[config.mk]
export PLATFORM = sky130hd
export DESIGN_NAME = tcd_timer
export DESIGN_NICKNAME = d
export VERILOG_FILES = /design/src/hdl/tcd_pkg.sv /design/src/hdl/tcd_timer.sv /design/src/hdl/tcd_noise_filter.sv
export VERILOG_INCLUDE_DIRS = /design/src /design/src/hdl
export SDC_FILE = /design/constraint.sdc
export NUM_CORES = 1
export LEC_CHECK = 0
export ABC_AREA = 1
export BUFFER_PORTS_ARGS = -buffer_cell sky130_fd_sc_hd__clkbuf_2
export CAP_MARGIN = 25
export CELL_PAD_IN_SITES_DETAIL_PLACEMENT = 1
export CELL_PAD_IN_SITES_GLOBAL_PLACEMENT = 2
export CORE_MARGIN = 2
export CORE_UTILIZATION = 37
export CTS_CLUSTER_DIAMETER = 200
export DETAILED_ROUTE_END_ITERATION = 7
export PLACE_DENSITY_LB_ADDON = 0.1
export SLEW_MARGIN = 30
export SYNTH_ARGS = -nofsm -noshare
export SYNTH_HDL_FRONTEND = slang
export SYNTH_HIERARCHICAL = 1
export SYNTH_SLANG_ARGS = --single-unit
[constraint.sdc]
create_clock -name clk -period 12.3 [get_ports clk]
set_input_delay 2.46 -clock clk [delete_from_list [all_inputs] [get_ports clk]]
set_output_delay 2.46 -clock clk [all_outputs]
set_load 0.02 [all_outputs]
[src/hdl/tcd_map.svh]
// Register offsets, field positions and reset values of the timer
`ifndef TCD_MAP_SVH
`define TCD_MAP_SVH
`define TCD_OFS_CTL0 6'h00
`define TCD_OFS_CTL1 6'h04
`define TCD_OFS_CTL2 6'h08
`define TCD_OFS_CNTH 6'h0C
`define TCD_OFS_CNTL 6'h10
`define TCD_OFS_RLDH 6'h14
`define TCD_OFS_RLDL 6'h18
`define TCD_OFS_CAPRH 6'h1C
`define TCD_OFS_CAPRL 6'h20
`define TCD_OFS_CAPFH 6'h24
`define TCD_OFS_CAPFL 6'h28
`define TCD_OFS_NFC 6'h2C
`define TCD_OFS_STAT 6'h30
`define TCD_CTL0_MODE 3:0
`define TCD_CTL0_ICFG 5:4
`define TCD_CTL0_CSC 6
`define TCD_CTL1_RUN 7
`define TCD_CTL1_POL 6
`define TCD_CTL1_CLOCK_DIVIDER_FIELD 5:3
`define TCD_CTL1_PWM_DELAY_FIELD 2:0
`define TCD_CTL2_CLKS 0
`define TCD_CTL2_POLHI 4
`define TCD_CTL2_INPUT_CAPTURE_FLAG 5
`define TCD_CTL2_OUTEN 7
`define TCD_NFC_EN 7
`define TCD_NFC_CTL 6:4
`define TCD_STAT_RLD 0
`define TCD_STAT_CAPR 1
`define TCD_STAT_CAPF 2
`define TCD_MODE_CONT 4'h1
`define TCD_MODE_CTR 4'h2
`define TCD_MODE_DEMOD 4'hC
`define TCD_ICFG_CAP 2'h2
`define TCD_ICFG_RLD 2'h3
`define TCD_RST_BYTE 8'h00
`define TCD_RST_CNT 16'h0001
`define TCD_RST_RLD 16'hFFFF
`define TCD_START_CNT 16'h0001
`define TCD_NF_BASE_BITS 4'h4
`define TCD_NF_MAX_BITS 4'h8
`define TCD_NF_MAX_CTL 3'h4
`endif

[src/hdl/tcd_pkg.sv]
// Types shared by the timer design
package tcd_pkg;
  typedef logic [7:0] tcd_byte_t;
  typedef logic [15:0] tcd_word_t;
  typedef enum logic {TCD_WAIT, TCD_RUN} tcd_state_e;
endpackage

[src/hdl/tcd_timer.sv]
// Timer with continuous, counter and demodulation modes, Avalon-MM slave
`timescale 1ns/1ns
`include "tcd_map.svh"
module tcd_timer
  import tcd_pkg::*;
(
  input wire logic clk,
  input wire logic rst,
  input wire logic [5:0] avs_address,
  input wire logic avs_read,
  input wire logic avs_write,
  input wire logic [31:0] avs_writedata,
  output logic [31:0] avs_readdata,
  output logic avs_waitrequest,
  input wire logic timer_in_pin,
  input wire logic periph_clk_pin,
  input wire logic cascade_in,
  output logic timer_out,
  output logic timer_out_oe,
  output logic timer_irq
);
  // ************************************************************
  // Register storage
  // ************************************************************
  tcd_byte_t ctl0_r, ctl1_r, ctl2_r, nfc_r;
  tcd_word_t cnt_r, cnt_nxt, rld_r, capr_r, capf_r;
  logic [2:0] stat_r;
  logic waitreq_r;
  logic [31:0] rdata_r;
  logic tout_r, irq_r, oe_r;
  tcd_state_e state_r;
  logic [6:0] clock_divider_field_r;
  logic [1:0] in_sync_r, pclk_sync_r;
  logic in_prev_r, pclk_prev_r;

  // ************************************************************
  // Bus decode
  // ************************************************************
  wire req = avs_read | avs_write;
  // The answer edge is the one where waitrequest is seen low
  wire acc = req & ~waitreq_r;
  wire wr = acc & avs_write;
  wire [7:0] wd = avs_writedata[7:0];
  wire wr_ctl0 = wr && avs_address == `TCD_OFS_CTL0;
  wire wr_ctl1 = wr && avs_address == `TCD_OFS_CTL1;
  wire wr_ctl2 = wr && avs_address == `TCD_OFS_CTL2;
  wire wr_cnth = wr && avs_address == `TCD_OFS_CNTH;
  wire wr_cntl = wr && avs_address == `TCD_OFS_CNTL;
  wire wr_rldh = wr && avs_address == `TCD_OFS_RLDH;
  wire wr_rldl = wr && avs_address == `TCD_OFS_RLDL;
  wire wr_caprh = wr && avs_address == `TCD_OFS_CAPRH;
  wire wr_caprl = wr && avs_address == `TCD_OFS_CAPRL;
  wire wr_capfh = wr && avs_address == `TCD_OFS_CAPFH;
  wire wr_capfl = wr && avs_address == `TCD_OFS_CAPFL;
  wire wr_nfc = wr && avs_address == `TCD_OFS_NFC;
  wire wr_stat = wr && avs_address == `TCD_OFS_STAT;
  logic [7:0] rsel;
  always_comb begin
    unique case (avs_address)
      `TCD_OFS_CTL0: rsel = ctl0_r;
      `TCD_OFS_CTL1: rsel = ctl1_r;
      `TCD_OFS_CTL2: rsel = ctl2_r;
      `TCD_OFS_CNTH: rsel = cnt_r[15:8];
      `TCD_OFS_CNTL: rsel = cnt_r[7:0];
      `TCD_OFS_RLDH: rsel = rld_r[15:8];
      `TCD_OFS_RLDL: rsel = rld_r[7:0];
      `TCD_OFS_CAPRH: rsel = capr_r[15:8];
      `TCD_OFS_CAPRL: rsel = capr_r[7:0];
      `TCD_OFS_CAPFH: rsel = capf_r[15:8];
      `TCD_OFS_CAPFL: rsel = capf_r[7:0];
      `TCD_OFS_NFC: rsel = nfc_r;
      `TCD_OFS_STAT: rsel = {5'h00, stat_r};
      default: rsel = 8'h00;
    endcase
  end

  // ************************************************************
  // Control fields
  // ************************************************************
  wire [3:0] mode = ctl0_r[`TCD_CTL0_MODE];
  wire [1:0] icfg = ctl0_r[`TCD_CTL0_ICFG];
  wire run = ctl1_r[`TCD_CTL1_RUN];
  wire pol = ctl1_r[`TCD_CTL1_POL];
  wire [2:0] clock_divider_field = ctl1_r[`TCD_CTL1_CLOCK_DIVIDER_FIELD];
  wire polhi = ctl2_r[`TCD_CTL2_POLHI];
  wire mode_cont = mode == `TCD_MODE_CONT;
  wire mode_ctr = mode == `TCD_MODE_CTR;
  wire mode_dem = mode == `TCD_MODE_DEMOD;
  // delay and capture bits unread
  // Nothing below looks at the PWM delay field or the input capture bit.

  // ************************************************************
  // Input conditioning
  // ************************************************************
  always_ff @(posedge clk or posedge rst) begin
    if (rst) begin
      in_sync_r <= 2'h0;
      pclk_sync_r <= 2'h0;
    end else begin
      in_sync_r <= {in_sync_r[0], timer_in_pin};
      pclk_sync_r <= {pclk_sync_r[0], periph_clk_pin};
    end
  end
  logic pin_filt;
  tcd_noise_filter u_filt (
    .clk(clk),
    .rst(rst),
    .enable(nfc_r[`TCD_NFC_EN]),
    .ctl(nfc_r[`TCD_NFC_CTL]),
    .din(in_sync_r[1]),
    .dout(pin_filt)
  );
  wire tin = ctl0_r[`TCD_CTL0_CSC] ? cascade_in : pin_filt;
  always_ff @(posedge clk or posedge rst) begin
    if (rst) begin
      in_prev_r <= 1'b0;
      pclk_prev_r <= 1'b0;
    end else begin
      in_prev_r <= tin;
      pclk_prev_r <= pclk_sync_r[1];
    end
  end
  wire in_rise = tin & ~in_prev_r;
  wire in_fall = ~tin & in_prev_r;
  wire ctr_edge = pol ? in_fall : in_rise;
  // both edges when high bit set
  wire dem_rise = in_rise & (polhi | ~pol);
  wire dem_fall = in_fall & (polhi | pol);

  // ************************************************************
  // Timer clock and prescaler
  // ************************************************************
  // peripheral clock source
  wire tclk_tick = ctl2_r[`TCD_CTL2_CLKS] ? (pclk_sync_r[1] & ~pclk_prev_r) : 1'b1;
  // divisor is two to the field
  wire [6:0] clock_divider_field_lim = 7'((8'h01 << clock_divider_field) - 8'h01);
  wire pre_tick = tclk_tick && clock_divider_field_r == clock_divider_field_lim;
  always_ff @(posedge clk or posedge rst) begin
    if (rst)
      clock_divider_field_r <= 7'h00;
    else if (!run || pre_tick)
      clock_divider_field_r <= 7'h00;
    else if (tclk_tick)
      clock_divider_field_r <= 7'(clock_divider_field_r + 7'h01);
  end

  // ************************************************************
  // Counting
  // ************************************************************
  // wait for the first edge
  always_ff @(posedge clk or posedge rst) begin
    if (rst)
      state_r <= TCD_WAIT;
    else if (!run || !mode_dem)
      state_r <= TCD_WAIT;
    else if (dem_rise || dem_fall)
      state_r <= TCD_RUN;
  end
  wire armed = state_r == TCD_RUN;
  logic adv;
  always_comb begin
    adv = 1'b0;
    if (mode_cont)
      adv = pre_tick;
    else if (mode_ctr)
      adv = ctr_edge;
    else if (mode_dem)
      adv = armed & pre_tick;
    adv = adv & run;
  end
  wire reload_hit = adv && cnt_r == rld_r;
  wire cap_rise = run && mode_dem && armed && dem_rise;
  wire cap_fall = run && mode_dem && armed && dem_fall;
  always_comb begin
    cnt_nxt = cnt_r;
    if (reload_hit)
      cnt_nxt = `TCD_START_CNT;
    // count up from any start value
    else if (adv)
      cnt_nxt = 16'(cnt_r + 16'h0001);
    if (wr_cnth)
      cnt_nxt[15:8] = wd;
    if (wr_cntl)
      cnt_nxt[7:0] = wd;
  end

  // ************************************************************
  // Registers
  // ************************************************************
  always_ff @(posedge clk or posedge rst) begin
    if (rst) begin
      ctl0_r <= `TCD_RST_BYTE;
      ctl1_r <= `TCD_RST_BYTE;
      ctl2_r <= `TCD_RST_BYTE;
      nfc_r <= `TCD_RST_BYTE;
      cnt_r <= `TCD_RST_CNT;
      rld_r <= `TCD_RST_RLD;
    end else begin
      if (wr_ctl0)
        ctl0_r <= wd;
      if (wr_ctl1)
        ctl1_r <= wd;
      if (wr_ctl2)
        ctl2_r <= wd;
      if (wr_nfc)
        nfc_r <= wd;
      cnt_r <= cnt_nxt;
      if (wr_rldh)
        rld_r[15:8] <= wd;
      if (wr_rldl)
        rld_r[7:0] <= wd;
    end
  end
  always_ff @(posedge clk or posedge rst) begin
    if (rst) begin
      capr_r <= 16'h0000;
      capf_r <= 16'h0000;
    end else begin
      if (cap_rise)
        capr_r <= cnt_r;
      else if (wr_caprh)
        capr_r[15:8] <= wd;
      else if (wr_caprl)
        capr_r[7:0] <= wd;
      if (cap_fall)
        capf_r <= cnt_r;
      else if (wr_capfh)
        capf_r[15:8] <= wd;
      else if (wr_capfl)
        capf_r[7:0] <= wd;
    end
  end
  // Event flags clear on a written one; a new event in that cycle wins
  wire [2:0] ev = {cap_fall, cap_rise, reload_hit};
  always_ff @(posedge clk or posedge rst) begin
    if (rst)
      stat_r <= 3'h0;
    else
      stat_r <= (stat_r & ~(wr_stat ? wd[2:0] : 3'h0)) | ev;
  end

  // ************************************************************
  // Interrupt and output pin
  // ************************************************************
  // capture-only interrupt config
  wire irq_rld = reload_hit && icfg != `TCD_ICFG_CAP;
  wire irq_cap = (cap_rise || cap_fall) && icfg != `TCD_ICFG_RLD;
  always_ff @(posedge clk or posedge rst) begin
    if (rst) begin
      irq_r <= 1'b0;
      tout_r <= 1'b0;
      oe_r <= 1'b0;
    end else begin
      irq_r <= irq_rld | irq_cap;
      oe_r <= ctl2_r[`TCD_CTL2_OUTEN];
      if (wr_ctl1 && !wd[`TCD_CTL1_RUN])
        tout_r <= wd[`TCD_CTL1_POL];
      else if (reload_hit)
        tout_r <= ~tout_r;
    end
  end
  assign timer_irq = irq_r;
  assign timer_out = tout_r;
  assign timer_out_oe = oe_r;

  // ************************************************************
  // Bus answer
  // ************************************************************
  // One wait cycle per access: waitrequest drops for exactly one cycle
  always_ff @(posedge clk or posedge rst) begin
    if (rst) begin
      waitreq_r <= 1'b1;
      rdata_r <= 32'h0000_0000;
    end else begin
      waitreq_r <= ~(req & waitreq_r);
      if (req & waitreq_r)
        rdata_r <= {24'h000000, rsel};
    end
  end
  assign avs_readdata = rdata_r;
  assign avs_waitrequest = waitreq_r;

  // ************************************************************
  // Assertions
  // ************************************************************
  reload_restart_a: assert property (@(posedge clk) disable iff (rst)
    reload_hit && !wr_cnth && !wr_cntl |=> cnt_r == 16'h0001)
    else $error("count did not restart after reload");
  count_step_a: assert property (@(posedge clk) disable iff (rst)
    adv && !reload_hit && !wr_cnth && !wr_cntl |=> cnt_r == 16'($past(cnt_r) + 16'h0001))
    else $error("count did not step by one");
  run_hold_a: assert property (@(posedge clk) disable iff (rst)
    !run && !wr_cnth && !wr_cntl |=> $stable(cnt_r))
    else $error("count moved while stopped");
  cap_only_irq_a: assert property (@(posedge clk) disable iff (rst)
    icfg == 2'h2 && reload_hit && !cap_rise && !cap_fall |=> !timer_irq)
    else $error("reload interrupt not suppressed");
  rise_capture_a: assert property (@(posedge clk) disable iff (rst)
    cap_rise |=> capr_r == $past(cnt_r) && stat_r[1])
    else $error("rising capture lost");
  fall_capture_a: assert property (@(posedge clk) disable iff (rst)
    cap_fall && icfg != 2'h3 |=> capf_r == $past(cnt_r) && timer_irq)
    else $error("falling capture or interrupt lost");
  out_toggle_a: assert property (@(posedge clk) disable iff (rst)
    reload_hit && !wr_ctl1 |=> timer_out != $past(timer_out))
    else $error("output did not toggle on reload");
  demod_wait_a: assert property (@(posedge clk) disable iff (rst)
    mode_dem && !armed && !wr_cnth && !wr_cntl |=> $stable(cnt_r))
    else $error("count moved before first edge");
  ctr_reload_a: assert property (@(posedge clk) disable iff (rst)
    mode_ctr && reload_hit && icfg != 2'h2 |=> timer_irq)
    else $error("counter reload gave no interrupt");
  bus_answer_a: assert property (@(posedge clk) disable iff (rst)
    req && avs_waitrequest |=> !avs_waitrequest ##1 avs_waitrequest)
    else $error("bus answer not a single cycle");
  reload_cov: cover property (@(posedge clk) disable iff (rst) reload_hit && mode_cont);
  ctr_cov: cover property (@(posedge clk) disable iff (rst) reload_hit && mode_ctr);
  both_cap_cov: cover property (@(posedge clk) disable iff (rst) cap_rise ##[1:200] cap_fall);
endmodule // tcd_timer

[src/hdl/tcd_noise_filter.sv]
// Up/down counter noise filter on the timer input
`timescale 1ns/1ns
`include "tcd_map.svh"
module tcd_noise_filter
  import tcd_pkg::*;
(
  input wire logic clk,
  input wire logic rst,
  input wire logic enable,
  input wire logic [2:0] ctl,
  input wire logic din,
  output logic dout
);
  logic [7:0] cnt_r;
  logic [7:0] cnt_nxt;
  logic out_r;
  logic [7:0] top;
  logic [3:0] width;
  // Control value n up to 100B selects an (n+4)-bit counter; 100B and above give the full 8 bits
  assign width = (ctl > `TCD_NF_MAX_CTL) ? `TCD_NF_MAX_BITS : 4'({1'b0, ctl} + `TCD_NF_BASE_BITS);
  assign top = 8'((9'h001 << width) - 9'h001);
  assign cnt_nxt = (din && cnt_r < top) ? 8'(cnt_r + 8'h01) :
                   (!din && cnt_r != 8'h00) ? 8'(cnt_r - 8'h01) : cnt_r;
  always_ff @(posedge clk or posedge rst) begin
    if (rst) begin
      cnt_r <= 8'h00;
      out_r <= 1'b0;
    end else begin
      cnt_r <= cnt_nxt;
      if (cnt_nxt >= top)
        out_r <= 1'b1;
      else if (cnt_nxt == 8'h00)
        out_r <= 1'b0;
    end
  end
  // Output only flips once the counter saturates, so short glitches vanish
  assign dout = enable ? out_r : din;
endmodule // tcd_noise_filter

After elaboration in Yosys (flattened, before gate mapping). Index checks and enable logic that the tools add are counted.

Bits in registers: 134. Bits of input ports: 45. Output and inout bits: 36. Logic and storage cells: 162.

Equality and inequality tests: 21. Order comparisons: 3. Reductions and logical operators: 47. Bitwise gates (word level): 24. Muxes and demuxes: 32. Add/subtract/negate cells: 7. Shift-type cells: 2.

Operators by type and width (count): case mux 8 bit (13 select lines) (1); two-way mux 8 bit (10); two-way mux 16 bit (4); equality test 6 bit, second input constant (5); equality test 6 x 5 -> 1 bit, second input constant (4); logical AND 1 bit (24); adder 16 x 1 -> 16 bit, second input constant (1); equality test 16 bit (1); nonzero test 2 bit (8); subtractor 8 x 1 -> 8 bit, second input constant (2); two-way mux 7 bit (2); two-way mux 1 bit (13); equality test 6 x 4 -> 1 bit, second input constant (2); bitwise AND 1 bit (10); adder 8 x 1 -> 8 bit, second input constant (1); >= comparator 8 bit (1); logical NOT 8 bit (1); less-than comparator 8 bit (1); nonzero test 8 bit (1); left shift 1 x 4 -> 8 bit, first input constant (1); adder 7 x 1 -> 7 bit, second input constant (1); equality test 7 bit (1); inverter 1 bit (7); left shift 1 x 3 -> 7 bit, first input constant (1); other kinds (20) (33).

Depth between registers and ports, before layout.
Depth after elaboration: 12. Depth in mapped cells: 18. Gate-level depth less buffers: 17.

Cells and area by module. The synthesis kept the hierarchy.

By module, submodules not included: tcd_timer (cells each 906, area an instance 6926.6 µm², seq. area each 3150.5 µm², times used 1); tcd_noise_filter (cells each 182, area an instance 1224.9 µm², seq. area each 225.2 µm², times used 1).

Worst setup path after synthesis. OpenSTA, ideal clock, no wires.

Kind: in2reg. Start point: in cascade_in. End point: reg capr_r[0]. Setup time: 0.135 ns. Stages: 11. Arrival time: 3.519 ns. Data required time: 12.165 ns. Path buffers: 1. Slack: 8.646 ns. Cells stage by stage: inv_1 nand2_1 o21ai_1 or2_1 a21oi_2 nand2_2 inv_2 buf_2 nor2_4 nand2_1 o211ai_1.

Word-level cells in the longest chain between the ends: 6. Elaborated cells on any way between the ends: 8. Classes of those cells: 1 x eq/ne; 2 x mux; 2 x bitwise; 3 x reduce/logical.

Ends and longest elaborated chain: start, declared (line tcd_timer.sv:17) `input wire logic cascade_in,`; two-way mux 1 bit * (line tcd_timer.sv:113) `` wire tin = ctl0_r[`TCD_CTL0_CSC] ? cascade_in : pin_filt; ``; bitwise AND 1 bit * (line tcd_timer.sv:123) `wire in_rise = tin & ~in_prev_r;`; bitwise AND 1 bit * (line tcd_timer.sv:127) `wire dem_rise = in_rise & (polhi | ~pol);`; logical AND 1 bit * (line tcd_timer.sv:172) `wire cap_rise = run && mode_dem && armed && dem_rise;`; inequality test 2 x 1 -> 1 bit (no line) / nonzero test 2 bit (equally long branches); AND reduction 2 bit (no line); end signal, assigned (line tcd_timer.sv:220) `capr_r <= cnt_r;`; end signal, assigned (line tcd_timer.sv:224) `capr_r[7:0] <= wd;`; end, declared (line tcd_timer.sv:26) `tcd_word_t cnt_r, cnt_nxt, rld_r, capr_r, capf_r;`.

Every way passes the cells marked *; elsewhere a longest branch is shown, timed or not. A chain may end at the register's enable or synchronous reset.

Worst setup path after layout.
Start point: in cascade_in. End point: reg capr_r[9].

Word-level cells in the longest chain between the ends: 5. Elaborated cells on any way between the ends: 6. Classes of those cells: 2 x mux; 2 x bitwise; 2 x reduce/logical.

Ends and longest elaborated chain: two-way mux 1 bit * (line tcd_timer.sv:113); bitwise AND 1 bit * (line tcd_timer.sv:123); bitwise AND 1 bit * (line tcd_timer.sv:127); logical AND 1 bit * (line tcd_timer.sv:172); two-way mux 16 bit / nonzero test 2 bit (equally long branches); end signal, assigned (line tcd_timer.sv:220); end signal, assigned (line tcd_timer.sv:222) `capr_r[15:8] <= wd;`.

Marks and branches as above.

==> impl_metrics.json <==
{
  "fmax_ghz": 0.242,
  "rsz0062_at_grt": "false",
  "swShare": 0.387,
  "clock_path_buffers": 2,
  "dr.first_iter.drc_count": 494,
  "tightest_slew_ns": 0.891,
  "final.fill_count": 2787,
  "hold_start": "in_sync_r[0]",
  "skew_ns": 0.0124,
  "ctsHtreeMaxLevel": 4,
  "hold_viol": 0,
  "worstPathMaxFanout": 18,
  "maxCapViolations": 0,
  "overflow": 0,
  "clock_power_share": 0.333,
  "tns_ns": 0,
  "most-common-layout-cells": "338 x nand2_1, 121 x inv_1, 116 x dfrtp_1",
  "critPathKind": "primary input to register",
  "die_y_um": 152,
  "power_density_nw_per_um2": 167,
  "cpMostUsedCell": "nand2_1",
  "post_cts_resize_count": 0,
  "grt_pass1_vias": 7544,
  "antenna_left": 0,
  "fp.dieW_um": 152,
  "slowest_stage": "nor2_1",
  "synthArstFlopShare": 1.00,
  "final.period_utilization": 0.336,
  "ioPinCount": 81,
  "cp-start-kind": "primary input",
  "viasPerCell": 5.17,
  "gr-usage-all-layers": 0.248,
  "cp.required_ns": 12.64,
  "r2r_setup_slack_ns": 9.26,
  "port_buffers": 32,
  "ys.flop_type": "dfrtp_1",
  "final_util": 0.415,
  "grt_pass1_wl_mm": 44.1,
  "synth_top_family_by_area": "simple AND/OR/NAND/NOR gates",
  "ys_ff_latch": 134,
  "synth-simple-area-share": 0.304,
  "internal_power_uw": 925,
  "combPwrFrac": 0.263,
  "synth_cell_type_count": 48,
  "ys_seq_area_frac": 0.414,
  "wirelength_mm": 27.9,
  "drc": 0,
  "grt_max_degree": 75,
  "final_common_cell": "nand2_1",
  "slew_headroom": 0.404,
  "hold_class": "register to register",
  "syn_inst": 1088,
  "synth_compound_area_frac": 0.120,
  "synth_edf_count": 0,
  "pwr-share-seq": 0.404,
  "p_sw_uw": 584,
  "syn_to_final_growth_pct": 10.7,
  "clock-sinks": 134,
  "cts_setup_buffers": 0,
  "r2r-end": "u_filt/out_r",
  "place_congestion": 0.832,
  "avgSynthCellArea_um2": 7.49,
  "end_kind": "register",
  "hpwl_mm": 20.5,
  "layout_min_cycle_time_ns": 4.13,
  "path_clk_slew_ns": 0.06,
  "startpoint": "cascade_in",
  "nets": 1180,
  "core_um2": 21800,
  "cp-endpoint": "capr_r[9]",
  "ff2ff_path_depth": 17,
  "wl_per_cell_um": 19.8,
  "muxShareOfSynthArea": 0,
  "die_area_um2": 23200,
  "seq_area_um2": 3380,
  "cpPeakStageDelay_ns": 0.57,
  "dr.pass1.iters": 5,
  "arrival_ns": 4.47,
  "synthAdderAreaFrac": 0.0307,
  "yosys.area_share.xor_xnor": 0.0301,
  "multiInputGateArea_um2": 4060,
  "yosysWarnings": 6,
  "reg2reg_from": "nfc_r[6]",
  "peakVddDrop_v": 0.0000975,
  "status": "completed",
  "crit_chain": "clkbuf_2 -> inv_1 -> nand2_1 -> o21ai_1 -> or2_1 -> a21oi_2 -> nand2_2 -> inv_2 -> nor2_1 -> nand2_1 -> o211ai_1",
  "num_vias": 7289,
  "cts-buffers-inserted": 17,
  "holdBufCountCts": 0,
  "netlist_area_um2": 8150,
  "cts_tree": "yes",
  "slew_violations": 0,
  "rows": 54,
  "setup_violations": 0,
  "root_buffer": "clkbuf_16",
  "grt_antenna_before_repair": 0,
  "drive_above_1_share": 0.113,
  "p_leak_nw": 4.33,
  "start_util": 0.375,
  "clkLatencyLatePin_ns": 0.44
}
[power by group through the flow]
stage	clock, mW	combinational, mW	sequential (mW)
after global placement	0	0.389	0.617
after global routing	0.530	0.458	0.621
final	0.502	0.397	0.610
after CTS	0.511	0.401	0.611
after floorplan	0	0.323	0.564
after detailed placement	0	0.398	0.618
[how the worst min path moves through the flow]
stage / end / slack, ns / cells after the start
4_1_cts: in_sync_r[1] / 0.35 / 0
5_1_grt: in_sync_r[1] / 0.38 / 0
3_3_place_gp: pclk_sync_r[1] / 0.33 / 0
3_5_place_dp: pclk_sync_r[1] / 0.34 / 0
2_1_floorplan: in_sync_r[1] / 0.33 / 0
6_report: in_sync_r[1] / 0.35 / 0
[worst max-delay path, delay by kind of cell]
family,cells,cell delay (ns)
AOI/OAI and AO/OA,3,0.32
buffers and inverters,3,0.36
and+or+nand+nor,5,1.29
[area by class of cell]
class	count	area share
timing repair buffer	34	0.0194
tap	280	0.0388
inverter	128	0.0540
multi-input combinational	800	0.450
clock inverter	11	0.00957
sequential	134	0.374
clock buffer	21	0.0535
antenna	1	0.000277
[stage by stage]
stage / cell area, µm² / power, mW / setup WS [ns] / instances / hold slack, ns
after detailed placement: 8450 / 1.02 / 7.73 / 1376 / 0.342
after floorplan: 8250 / 0.887 / 6.54 / 1114 / 0.331
final: 9020 / 1.51 / 8.17 / 1409 / 0.348
after global placement: 8440 / 1.01 / 7.38 / 1376 / 0.332
after CTS: 9020 / 1.52 / 8.20 / 1408 / 0.354
after global routing: 9020 / 1.61 / 7.95 / 1408 / 0.375
[cells by family after synthesis]
logic type               count (synthesis)
AND/OR/NAND/NOR                        565
buffers and inverters                  180
AO/OA/AOI/OAI                          158
flip-flops                             134
XOR/XNOR                                28
adder cells (fa/ha/maj)                 20
other                                    3
[flip-flops by register name, indices dropped and copies added, names as in the netlist, 2 cells and up]
signal	count
cnt_r	16
clock_divider_field_r	7
u_filt/cnt_r	8
capr_r	16
ctl1_r	8
rld_r	16
nfc_r	8
in_sync_r	2
ctl2_r	8
stat_r	3
avs_readdata	8
ctl0_r	8
pclk_sync_r	2
capf_r	16
[synthesized netlist by cell type (all sizes together), types with 10 or more instances]
| cell type | instances | area share |
|---|---|---|
| nor2 | 94 | 0.058 |
| o211ai | 30 | 0.028 |
| clkbuf | 13 | 0.0061 |
| dfstp | 18 | 0.058 |
| nand3 | 84 | 0.053 |
| o21ai | 77 | 0.049 |
| nand4 | 18 | 0.014 |
| ha | 20 | 0.031 |
| nor3 | 15 | 0.0098 |
| nand2 | 344 | 0.16 |
| inv | 126 | 0.058 |
| buf | 39 | 0.035 |
| a211oi | 10 | 0.0092 |
| xor2 | 22 | 0.024 |
| a21oi | 18 | 0.012 |
| dfrtp | 116 | 0.36 |
[layer usage]
metal  share of wire  track usage
met1            0.48        0.345
met2            0.46        0.395
met4           0.026       0.0895
met5               0            0
met3           0.034       0.0356
Power figures use the tool's default switching activity.
